<file path="src/hdl/fpgs_pkg.sv">
// Shared constants, register map and carrier types of the fault and power-good supervisor
package fpgs_pkg;

  // Timing
  localparam int CLK_PERIOD_NS = 10;
  localparam int OVP_DELAY_NS = 5000;
  localparam int OVP_DELAY_CYC = (OVP_DELAY_NS + CLK_PERIOD_NS - 1) / CLK_PERIOD_NS;
  localparam int OVP_CNT_W = 10;

  // Register byte offsets
  localparam logic [7:0] REG_CTRL = 8'h00;
  localparam logic [7:0] REG_VOUT_SET = 8'h04;
  localparam logic [7:0] REG_PG_ON = 8'h08;
  localparam logic [7:0] REG_OV_WARN = 8'h0C;
  localparam logic [7:0] REG_UV_WARN = 8'h10;
  localparam logic [7:0] REG_UV_FAULT = 8'h14;
  localparam logic [7:0] REG_OT_LIMIT = 8'h18;
  localparam logic [7:0] REG_STATUS = 8'h1C;

  // Control register fields
  localparam int CTRL_OP_ON_BIT = 0;
  localparam int CTRL_PG_POLICY_BIT = 1;
  localparam int CTRL_OT_LATCH_BIT = 2;

  // Reset values, voltages in 1/256 V, temperatures in whole degrees
  localparam logic [15:0] VOUT_SET_RST = 16'h009A;
  localparam logic [15:0] PG_ON_RST = 16'h008A;
  localparam logic [15:0] OV_WARN_RST = 16'h00AA;
  localparam logic [15:0] UV_WARN_RST = 16'h0080;
  localparam logic [15:0] UV_FAULT_RST = 16'h0073;
  localparam logic [15:0] OT_LIMIT_RST = 16'h0096;
  localparam logic [15:0] OT_FIXED_C = 16'h0091;

  // Power-good quantisation, bounds in units of 0.01 percent
  localparam logic [31:0] PG_SCALE = 32'h0000_2710;
  localparam logic [31:0] PG_B_85 = 32'h0000_1F18;
  localparam logic [31:0] PG_B_90 = 32'h0000_213E;
  localparam logic [31:0] PG_B_95 = 32'h0000_2315;
  localparam logic [6:0] PCT_80 = 7'h50;
  localparam logic [6:0] PCT_85 = 7'h55;
  localparam logic [6:0] PCT_90 = 7'h5A;
  localparam logic [6:0] PCT_95 = 7'h5F;
  localparam logic [6:0] PCT_FULL = 7'h64;
  localparam logic [6:0] PG_HYST = 7'h05;
  localparam logic [6:0] PG_WIN = 7'h02;

  localparam logic [1:0] AXI_OKAY = 2'h0;
  localparam logic [1:0] AXI_SLVERR = 2'h2;

  typedef struct packed {
    logic awvalid;
    logic [7:0] awaddr;
    logic wvalid;
    logic [31:0] wdata;
    logic [3:0] wstrb;
    logic bready;
    logic arvalid;
    logic [7:0] araddr;
    logic rready;
  } fpgs_axi_req_t;

  typedef struct packed {
    logic awready;
    logic wready;
    logic bvalid;
    logic [1:0] bresp;
    logic arready;
    logic rvalid;
    logic [31:0] rdata;
    logic [1:0] rresp;
  } fpgs_axi_rsp_t;

  typedef struct packed {
    logic enable;
    logic biasGood;
    logic fbOverOvp;
    logic otFixedTrip;
    logic ocFault;
    logic [15:0] voutTelem;
    logic [15:0] tempTelem;
    logic [15:0] fbSense;
  } fpgs_sense_t;

  typedef struct packed {
    logic uvFault;
    logic uvWarn;
    logic ovWarn;
    logic progOtTrip;
    logic otLatched;
    logic ovpLatched;
    logic pgDriveLow;
    logic powerGood;
    logic switchesOff;
  } fpgs_flags_t;

  typedef struct packed {
    logic otLatchResp;
    logic pgPolicy;
    logic opOn;
    logic [15:0] voutSet;
    logic [15:0] pgOn;
    logic [15:0] ovWarnLim;
    logic [15:0] uvWarnLim;
    logic [15:0] uvFaultLim;
    logic [15:0] otLimit;
  } fpgs_cfg_t;

  localparam fpgs_cfg_t CFG_RST = '{otLatchResp: 1'b0, pgPolicy: 1'b1, opOn: 1'b1,
    voutSet: VOUT_SET_RST, pgOn: PG_ON_RST, ovWarnLim: OV_WARN_RST, uvWarnLim: UV_WARN_RST,
    uvFaultLim: UV_FAULT_RST, otLimit: OT_LIMIT_RST};

  typedef enum logic [1:0] {PG_STARTUP, PG_GOOD, PG_LOST} fpgs_pg_state_t;

  typedef struct packed {
    fpgs_cfg_t cfg;
    fpgs_axi_rsp_t rsp;
    logic awGot;
    logic wGot;
    logic [7:0] awAddr;
    logic [31:0] wData;
    logic [3:0] wStrb;
    fpgs_pg_state_t pgState;
    fpgs_flags_t flags;
  } fpgs_sup_state_t;

endpackage

</file>
<file path="src/hdl/fpgs_supervisor.sv">
// Supervisor: over-voltage latch, over-temperature trip, power-good and AXI4-Lite registers
//
// Contract
// - After over-voltage fault, switches stay off until bias or enable cycles.
// - Output OV warning, UV warning and UV fault compare telemetry with limits.
// - Effective over-temperature trip is the lower of fixed and programmed limits.
// - Fixed over-temperature indication stops switching; clearing it restarts automatically.
// - Programmed temperature limit in whole degrees; trip when reading exceeds it.
// - Programmed trip response: keep converting (default) or latched shutdown.
// - Latched over-temperature clears only by enable or operation off-on cycling.
// - Reset values: programmed limit 150 degrees, response ignore.
// - With policy bit set, upper power-good threshold programmable in 1/256 V.
// - Programmed level rounds to 85, 90 or 95 percent by ranges; the code also gives 80 percent below the 85 range.
// - Default threshold 90 percent; power-good asserts when feedback exceeds it.
// - Power-good drops when feedback falls below threshold minus 5 percent.
// - Power-good needs enable, bias, no OC, OV or OT fault, feedback above.
// - Policy bit 1 (reset value): same threshold rule at start-up and after.
// - Policy bit 0: first assertion needs feedback within 2 percent of target.
// - OV fault after comparator stays high past filter; switches off, power-good low.
//
// The address map and the AXI4-Lite interface to the registers were left to the implementer.
`timescale 1ns/100ps
module fpgs_supervisor
  import fpgs_pkg::*;
(
  input wire logic core_clk,
  input wire logic nrst,
  input wire fpgs_axi_req_t axiReq,
  output fpgs_axi_rsp_t axiRsp,
  input wire fpgs_sense_t sense,
  output fpgs_flags_t flags
);

  fpgs_sup_state_t st_r;
  fpgs_sup_state_t st_nxt;

  logic ovpFire;
  logic ovpClear;
  logic [6:0] pgPct;
  logic runOk;
  logic progTrip;
  logic ovWarnNow;
  logic pgBase;
  logic [31:0] fbScaled;
  logic [31:0] upperLvl;
  logic [31:0] lowerLvl;
  logic [31:0] winLo;
  logic [31:0] winHi;
  logic fbAboveUpper;
  logic fbBelowLower;
  logic fbInWindow;

  // Bias or enable loss is what releases the over-voltage latch
  assign ovpClear = !sense.enable || !sense.biasGood;

  fpgs_persist_filter #(
    .LIMIT(OVP_DELAY_CYC),
    .CNT_W(OVP_CNT_W)
  ) u_ovp_filter (
    .core_clk(core_clk),
    .nrst(nrst),
    .level(sense.fbOverOvp),
    .clear(ovpClear),
    .fire(ovpFire)
  );

  fpgs_pg_quant u_pg_quant (
    .voutSet(st_r.cfg.voutSet),
    .pgOn(st_r.cfg.pgOn),
    .pgPct(pgPct)
  );

  assign runOk = sense.enable && sense.biasGood && st_r.cfg.opOn;
  // The programmed limit only acts while it sits below the fixed one
  assign progTrip = (sense.tempTelem > st_r.cfg.otLimit) && (st_r.cfg.otLimit < OT_FIXED_C);
  assign ovWarnNow = sense.voutTelem > st_r.cfg.ovWarnLim;

  assign fbScaled = 32'(sense.fbSense) * 32'(PCT_FULL);
  assign upperLvl = 32'(st_r.cfg.voutSet) * 32'(pgPct);
  assign lowerLvl = 32'(st_r.cfg.voutSet) * 32'(7'(pgPct - PG_HYST));
  assign winLo = 32'(st_r.cfg.voutSet) * 32'(7'(PCT_FULL - PG_WIN));
  assign winHi = 32'(st_r.cfg.voutSet) * 32'(7'(PCT_FULL + PG_WIN));
  assign fbAboveUpper = fbScaled > upperLvl;
  assign fbBelowLower = fbScaled < lowerLvl;
  assign fbInWindow = (fbScaled >= winLo) && (fbScaled <= winHi);

  function automatic logic [15:0] merge16(input logic [15:0] old, input logic [31:0] data,
                                          input logic [3:0] strb);
    merge16 = {strb[1] ? data[15:8] : old[15:8], strb[0] ? data[7:0] : old[7:0]};
  endfunction

  always_comb begin
    st_nxt = st_r;
    pgBase = 1'b0;

    // Write address and data are taken independently, in either order
    if (axiReq.awvalid && st_r.rsp.awready) begin
      st_nxt.awGot = 1'b1;
      st_nxt.awAddr = axiReq.awaddr;
      st_nxt.rsp.awready = 1'b0;
    end
    if (axiReq.wvalid && st_r.rsp.wready) begin
      st_nxt.wGot = 1'b1;
      st_nxt.wData = axiReq.wdata;
      st_nxt.wStrb = axiReq.wstrb;
      st_nxt.rsp.wready = 1'b0;
    end
    if (st_r.awGot && st_r.wGot && !st_r.rsp.bvalid) begin
      st_nxt.awGot = 1'b0;
      st_nxt.wGot = 1'b0;
      st_nxt.rsp.bvalid = 1'b1;
      st_nxt.rsp.bresp = AXI_OKAY;
      if (st_r.awAddr == REG_CTRL) begin
        if (st_r.wStrb[0]) begin
          st_nxt.cfg.opOn = st_r.wData[CTRL_OP_ON_BIT];
          st_nxt.cfg.pgPolicy = st_r.wData[CTRL_PG_POLICY_BIT];
          st_nxt.cfg.otLatchResp = st_r.wData[CTRL_OT_LATCH_BIT];
        end
      end else if (st_r.awAddr == REG_VOUT_SET) begin
        st_nxt.cfg.voutSet = merge16(st_r.cfg.voutSet, st_r.wData, st_r.wStrb);
      end else if (st_r.awAddr == REG_PG_ON) begin
        st_nxt.cfg.pgOn = merge16(st_r.cfg.pgOn, st_r.wData, st_r.wStrb);
      end else if (st_r.awAddr == REG_OV_WARN) begin
        st_nxt.cfg.ovWarnLim = merge16(st_r.cfg.ovWarnLim, st_r.wData, st_r.wStrb);
      end else if (st_r.awAddr == REG_UV_WARN) begin
        st_nxt.cfg.uvWarnLim = merge16(st_r.cfg.uvWarnLim, st_r.wData, st_r.wStrb);
      end else if (st_r.awAddr == REG_UV_FAULT) begin
        st_nxt.cfg.uvFaultLim = merge16(st_r.cfg.uvFaultLim, st_r.wData, st_r.wStrb);
      end else if (st_r.awAddr == REG_OT_LIMIT) begin
        st_nxt.cfg.otLimit = merge16(st_r.cfg.otLimit, st_r.wData, st_r.wStrb);
      end else if (st_r.awAddr == REG_STATUS) begin
        st_nxt.rsp.bresp = AXI_OKAY;
      end else begin
        st_nxt.rsp.bresp = AXI_SLVERR;
      end
    end
    if (st_r.rsp.bvalid && axiReq.bready) begin
      st_nxt.rsp.bvalid = 1'b0;
      st_nxt.rsp.awready = 1'b1;
      st_nxt.rsp.wready = 1'b1;
    end

    // Reads answer on the same edge that takes the address
    if (axiReq.arvalid && st_r.rsp.arready) begin
      st_nxt.rsp.arready = 1'b0;
      st_nxt.rsp.rvalid = 1'b1;
      st_nxt.rsp.rresp = AXI_OKAY;
      if (axiReq.araddr == REG_CTRL) begin
        st_nxt.rsp.rdata = 32'({st_r.cfg.otLatchResp, st_r.cfg.pgPolicy, st_r.cfg.opOn});
      end else if (axiReq.araddr == REG_VOUT_SET) begin
        st_nxt.rsp.rdata = 32'(st_r.cfg.voutSet);
      end else if (axiReq.araddr == REG_PG_ON) begin
        st_nxt.rsp.rdata = 32'(st_r.cfg.pgOn);
      end else if (axiReq.araddr == REG_OV_WARN) begin
        st_nxt.rsp.rdata = 32'(st_r.cfg.ovWarnLim);
      end else if (axiReq.araddr == REG_UV_WARN) begin
        st_nxt.rsp.rdata = 32'(st_r.cfg.uvWarnLim);
      end else if (axiReq.araddr == REG_UV_FAULT) begin
        st_nxt.rsp.rdata = 32'(st_r.cfg.uvFaultLim);
      end else if (axiReq.araddr == REG_OT_LIMIT) begin
        st_nxt.rsp.rdata = 32'(st_r.cfg.otLimit);
      end else if (axiReq.araddr == REG_STATUS) begin
        st_nxt.rsp.rdata = 32'(st_r.flags);
      end else begin
        st_nxt.rsp.rdata = '0;
        st_nxt.rsp.rresp = AXI_SLVERR;
      end
    end
    if (st_r.rsp.rvalid && axiReq.rready) begin
      st_nxt.rsp.rvalid = 1'b0;
      st_nxt.rsp.arready = 1'b1;
    end

    // Over-voltage latch; only bias or enable loss releases it
    if (ovpClear) begin
      st_nxt.flags.ovpLatched = 1'b0;
    end else if (ovpFire) begin
      st_nxt.flags.ovpLatched = 1'b1;
    end

    // Latched over-temperature, cleared while enable or operation is off
    if (!sense.enable || !st_r.cfg.opOn) begin
      st_nxt.flags.otLatched = 1'b0;
    end else if (progTrip && st_r.cfg.otLatchResp) begin
      st_nxt.flags.otLatched = 1'b1;
    end
    st_nxt.flags.progOtTrip = progTrip;

    // Fixed trip gates switching directly, so restart needs no software
    st_nxt.flags.switchesOff = st_nxt.flags.ovpLatched || st_nxt.flags.otLatched ||
                               sense.otFixedTrip || !runOk;

    st_nxt.flags.ovWarn = ovWarnNow;
    st_nxt.flags.uvWarn = sense.voutTelem < st_r.cfg.uvWarnLim;
    st_nxt.flags.uvFault = sense.voutTelem < st_r.cfg.uvFaultLim;

    pgBase = runOk && !sense.ocFault && !st_nxt.flags.ovpLatched && !sense.otFixedTrip &&
             !st_nxt.flags.otLatched;

    case (st_r.pgState)
      PG_STARTUP: begin
        if (pgBase && (st_r.cfg.pgPolicy ? fbAboveUpper : fbInWindow)) begin
          st_nxt.pgState = PG_GOOD;
        end
      end
      PG_GOOD: begin
        if (!pgBase) begin
          st_nxt.pgState = PG_STARTUP;
        end else if (fbBelowLower) begin
          st_nxt.pgState = PG_LOST;
        end
      end
      PG_LOST: begin
        if (!pgBase) begin
          st_nxt.pgState = PG_STARTUP;
        end else if (fbAboveUpper) begin
          st_nxt.pgState = PG_GOOD;
        end
      end
      default: begin
        st_nxt.pgState = PG_STARTUP;
      end
    endcase
    st_nxt.flags.powerGood = st_nxt.pgState == PG_GOOD;
    st_nxt.flags.pgDriveLow = st_nxt.pgState != PG_GOOD;
  end

  always_ff @(posedge core_clk or negedge nrst) begin
    if (!nrst) begin
      st_r <= '0;
      st_r.cfg <= CFG_RST;
      st_r.rsp.awready <= 1'b1;
      st_r.rsp.wready <= 1'b1;
      st_r.rsp.arready <= 1'b1;
      st_r.pgState <= PG_STARTUP;
      st_r.flags.switchesOff <= 1'b1;
      st_r.flags.pgDriveLow <= 1'b1;
    end else begin
      st_r <= st_nxt;
    end
  end

  assign axiRsp = st_r.rsp;
  assign flags = st_r.flags;
endmodule

</file>
<file path="src/hdl/fpgs_persist_filter.sv">
// Persistence filter: fires once a level has stayed high longer than a cycle limit
`timescale 1ns/100ps
module fpgs_persist_filter
  import fpgs_pkg::*;
#(
  parameter int unsigned LIMIT = OVP_DELAY_CYC,
  parameter int unsigned CNT_W = OVP_CNT_W
)
(
  input wire logic core_clk,
  input wire logic nrst,
  input wire logic level,
  input wire logic clear,
  output logic fire
);

  typedef struct packed {
    logic [CNT_W-1:0] cnt;
    logic fire;
  } fpgs_filt_state_t;

  fpgs_filt_state_t st_r;
  fpgs_filt_state_t st_nxt;

  always_comb begin
    st_nxt = st_r;
    // Any dip restarts the count, so glitches never accumulate
    if (clear || !level) begin
      st_nxt.cnt = '0;
      st_nxt.fire = 1'b0;
    end else if (st_r.cnt == CNT_W'(LIMIT)) begin
      st_nxt.fire = 1'b1;
    end else begin
      st_nxt.cnt = st_r.cnt + 1'b1;
    end
  end

  always_ff @(posedge core_clk or negedge nrst) begin
    if (!nrst) begin
      st_r <= '0;
    end else begin
      st_r <= st_nxt;
    end
  end

  assign fire = st_r.fire;
endmodule

</file>
<file path="src/hdl/fpgs_pg_quant.sv">
// Rounds the programmed power-good level to one of four percentages of the setpoint
`timescale 1ns/100ps
module fpgs_pg_quant
  import fpgs_pkg::*;
(
  input wire logic [15:0] voutSet,
  input wire logic [15:0] pgOn,
  output logic [6:0] pgPct
);

  logic [31:0] progScaled;

  // Ratio is compared by cross-multiplying, which avoids a divider
  always_comb begin
    progScaled = 32'(pgOn) * PG_SCALE;
    if (progScaled > 32'(voutSet) * PG_B_95) begin
      pgPct = PCT_95;
    end else if (progScaled > 32'(voutSet) * PG_B_90) begin
      pgPct = PCT_90;
    end else if (progScaled > 32'(voutSet) * PG_B_85) begin
      pgPct = PCT_85;
    end else begin
      pgPct = PCT_80;
    end
  end

endmodule

</file>
<file path="config.mk">
export PLATFORM = sky130hd
export DESIGN_NAME = fpgs_supervisor
export DESIGN_NICKNAME = d
export VERILOG_FILES = /design/src/hdl/fpgs_pkg.sv /design/src/hdl/fpgs_supervisor.sv /design/src/hdl/fpgs_persist_filter.sv /design/src/hdl/fpgs_pg_quant.sv
export SDC_FILE = /design/constraint.sdc
export NUM_CORES = 2
export LEC_CHECK = 0
export ABC_AREA = 0
export ABC_CLOCK_PERIOD_IN_PS = 17100
export BUFFER_PORTS_ARGS = -buffer_cell sky130_fd_sc_hd__buf_4
export CAP_MARGIN = 20
export CORE_ASPECT_RATIO = 1.2
export CORE_UTILIZATION = 30
export DETAILED_ROUTE_END_ITERATION = 7
export SETUP_SLACK_MARGIN = 0.1
export SLEW_MARGIN = 10
export SYNTH_ARGS = -nofsm -noshare
export SYNTH_HDL_FRONTEND = slang
export SYNTH_HIERARCHICAL = 1
export SYNTH_SLANG_ARGS = --single-unit
</file>
<file path="constraint.sdc">
create_clock -name core_clk -period 17.1 [get_ports core_clk]
set_input_delay 0.855 -clock core_clk [delete_from_list [all_inputs] [get_ports core_clk]]
set_output_delay 0.855 -clock core_clk [all_outputs]
set_load 0.005 [all_outputs]
</file>
==> out/results.md <==
## Outcome
- finished clean — result of the run

## Route
- 17.5 um — detail-routed net length per standard cell
- 6 — Pre-Repair DR Iteration Count
- 102,000 um — aggregate routed wire length
- 28,800 — via count
- 4.93 — vias per std cell
- 0 — final routed DRC violation total
- 0 — antenna-violating nets left
- 1,487 — Iteration-0 DRC Markers

## Worst setup path
- flop — nature of the critical path endpoint
- 17.36 ns — data required time of the worst path
- flop to flop — Setup CP Type
- 16.32 ns — data arrival time of the critical path
- 37 — maximum fanout count along the critical path
- 9 — Buf/Inv on CP
- flop — element type at the critical path start
- 0.76 ns — CP peak stage delay
- sky130_fd_sc_hd__dfstp_2 — CP max-delay cell
- adder cells — cell family with most CP delay

## GRT
- 0.167 — Tot GR Track Use
- 162,000 um — global-route wire length before repair
- 29,300 — number of global-route vias before repair
- 4 — initial antenna violation count
- 110 — pin count of the biggest net entering global routing
- 0 — total grt overflow

## Pwr
- 623 uV — worst supply voltage drop on vdd
- 4140 uW — overall power of the completed layout
- 0.0217 uW — static leakage power
- 104 nW/um^2 — total power per unit cell area

## Synth
- sky130_fd_sc_hd__inv_1 — most repeated cell in the gate-level netlist after synthesis
- 0 — number of synthesized flops with an enable pin
- 96 — count of distinct cell types in the synthesized netlist
- 8.94 um^2 — mean instance size in the synthesized netlist
- sky130_fd_sc_hd__ha_1 — biggest area consumer among synthesized cells
- sky130_fd_sc_hd__dfrtp_1 — top_reg_cell synth
- 4,109 — Mapped Cells
- 172 — Yosys reg bits
- sky130_fd_sc_hd__inv_1, sky130_fd_sc_hd__ha_1, sky130_fd_sc_hd__fa_1, sky130_fd_sc_hd__nand2_1, sky130_fd_sc_hd__a21oi_1 — most numerous cell types in the synthesized netlist
- 36,700 um^2 — Post-Syn Area
- 1.00 — proportion of register bits with asynchronous set or reset after synthesis
- sky130_fd_sc_hd__ha_1, sky130_fd_sc_hd__fa_1, sky130_fd_sc_hd__dfrtp_1 — largest cells by area after synthesis
- 0.118 — part of the Yosys area used for sequential elements
- 6 — number of synthesis warnings
- 0.265 — top-area cell type share of the netlist area

## Cells and area
- 12,600 — number of fill cells
- 28,800 um^2 — area of the multi-input gates
- 8.92% — layout overhead on the synthesized area
- 4340 um^2 — Sequential cell area
- 0.0726 — share of layout cells above drive strength 1
- 0 — number of diodes added for antenna fixing
- 5,446 — number of nets in the layout

## Hold path
- input port to async pin — Hold Crit Class

## Die
- 0.303 — starting density of the core
- 321 um — width of the chip
- 124,000 um^2 — die area
- 385 um — die span in y
- 121,000 um^2 — Placeable Area
- 140 — Rows
- 162 — number of top-level pins

## Timing
- 0 — count of final hold-check violations
- 1.14 ns — Worst Tran Pin Value
- 0.939 — portion of the clock cycle consumed by the worst path in the final layout
- 0 — total setup violations reported at the end of the flow
- 0 ns — final-layout setup total negative slack
- 62.3 MHz — Max Clk Rate
- 0.237 — tightest slew margin relative to the limit
- 16.06 ns — shortest clock period the worst path allows after layout
- 1.04 ns — final setup margin
- 0.0138 ns — worst clock skew
- 0 — total count of max-transition violations in the final report
- false — RSZ-0062 raised after global routing

## Clock tree
- sky130_fd_sc_hd__clkbuf_16 — buffer cell driving the clock tree root
- 17 — CTS Buf Count
- 4 — H-tree lvl count
- 2 — buffers from clock root to sink, at most
- 0.07 ns — Worst-path clk slew
- 0 — Setup Fix Bufs, Post-CTS
- done — CTS tree
- 0.44 ns — Clock Latency Late Sink
- 172 — sinks on the clock net

## Placed design
- 85,300 um — HPWL after DPL
- 0.923 — Final Wtd Congestion
- 125 — number of port buffers
- 0.964 ns — post-place setup slack

## Flow run
- 0 — max capacitance violation total

==> area by class of cell <==
cell class | count | share of cell area
clock buffers | 19 | 0.0113
flip-flops and latches | 172 | 0.108
repair buffers | 156 | 0.0299
multi-input cells | 3025 | 0.719
well taps | 1633 | 0.0511
inverters | 816 | 0.0766
clock inverters | 13 | 0.00382
==> final timing paths <==
check | to | depth (start not counted) | slack, ns | from
setup / recovery | flags[2]$_DFF_PN1_ | 58 | 1.04 | st_r[185]$_DFFE_PN1P_
hold / removal | axiRsp[34]$_DFFE_PN0P_ | 1 | 0.34 | nrst
setup reg to reg | flags[2]$_DFF_PN1_ | 58 | 1.04 | st_r[185]$_DFFE_PN1P_
hold reg to reg | axiRsp[5]$_DFFE_PN0P_ | 2 | 0.49 | axiRsp[5]$_DFFE_PN0P_
max in group asynchronous | st_r[188]$_DFFE_PN0P_ | 2 | 15.58 | nrst
min in group core_clk | axiRsp[5]$_DFFE_PN0P_ | 2 | 0.49 | axiRsp[5]$_DFFE_PN0P_
==> through the flow <==
stage                     hold slack, ns  std cells  utilization  cell area [um^2]
after floorplan                    0.451       4127            -             36800
after global placement             0.468       5800        0.324             39400
after detailed placement           0.476       5801        0.324             39400
after CTS                          0.491       5833        0.329             40000
after global routing               0.345       5834        0.330             40000
final                              0.338       5834        0.330             40000
==> cell families after synthesis <==
logic type	synth area share
other	0.000307
muxes	0.0335
and+or+nand+nor	0.110
xor gates and xnor gates	0.0396
adders and majority gates	0.466
DFF	0.118
AOI/OAI and AO/OA	0.132
buffers and inverters	0.101
==> routing by layer <==
| metal | GRT usage | routed length (um) | vias up |
|---|---|---|---|
| li1 | - | - | 13800 |
| met1 | 0.202 | 41900 | 14200 |
| met2 | 0.308 | 52800 | 609 |
| met3 | 0.0146 | 3640 | 168 |
| met4 | 0.0586 | 3910 | 0 |
| met5 | 0 | 0 | - |
==> sequential cells by signal, summed over array words and instances (netlist names) <==
register,count
axiRsp,23
flags,9
st_r,129
u_ovp_filter/fire,1
u_ovp_filter/st_r,10
==> layout by cell type, fill, tap and decap left out, drive strengths merged, types with 38 or more instances in the layout <==
cell type  count
inv          819
dfrtp        144
and2          51
nand3         49
fa           369
nand2b        38
xor2          82
a21o         103
ha           777
nor2         191
nand4         42
mux2         100
o21a          38
buf          156
xnor2         84
o21ai        178
nor3          48
a21oi        205
nand2        296
==> power breakdown <==
part	switching, uW	internal (uW)
clock	179	227
combinational	2200	968
sequential	112	458
total	2490	1650
==> repair_timing <==
| action | in CTS | in global routing |
|---|---|---|
| resized for setup | 0 | 2 |
| hold buffers | 0 | 0 |
| setup endpoints to repair | 0 | 3 |
| hold endpoints to repair | 0 | 0 |
No activity file was read; power rests on OpenSTA's default activity.
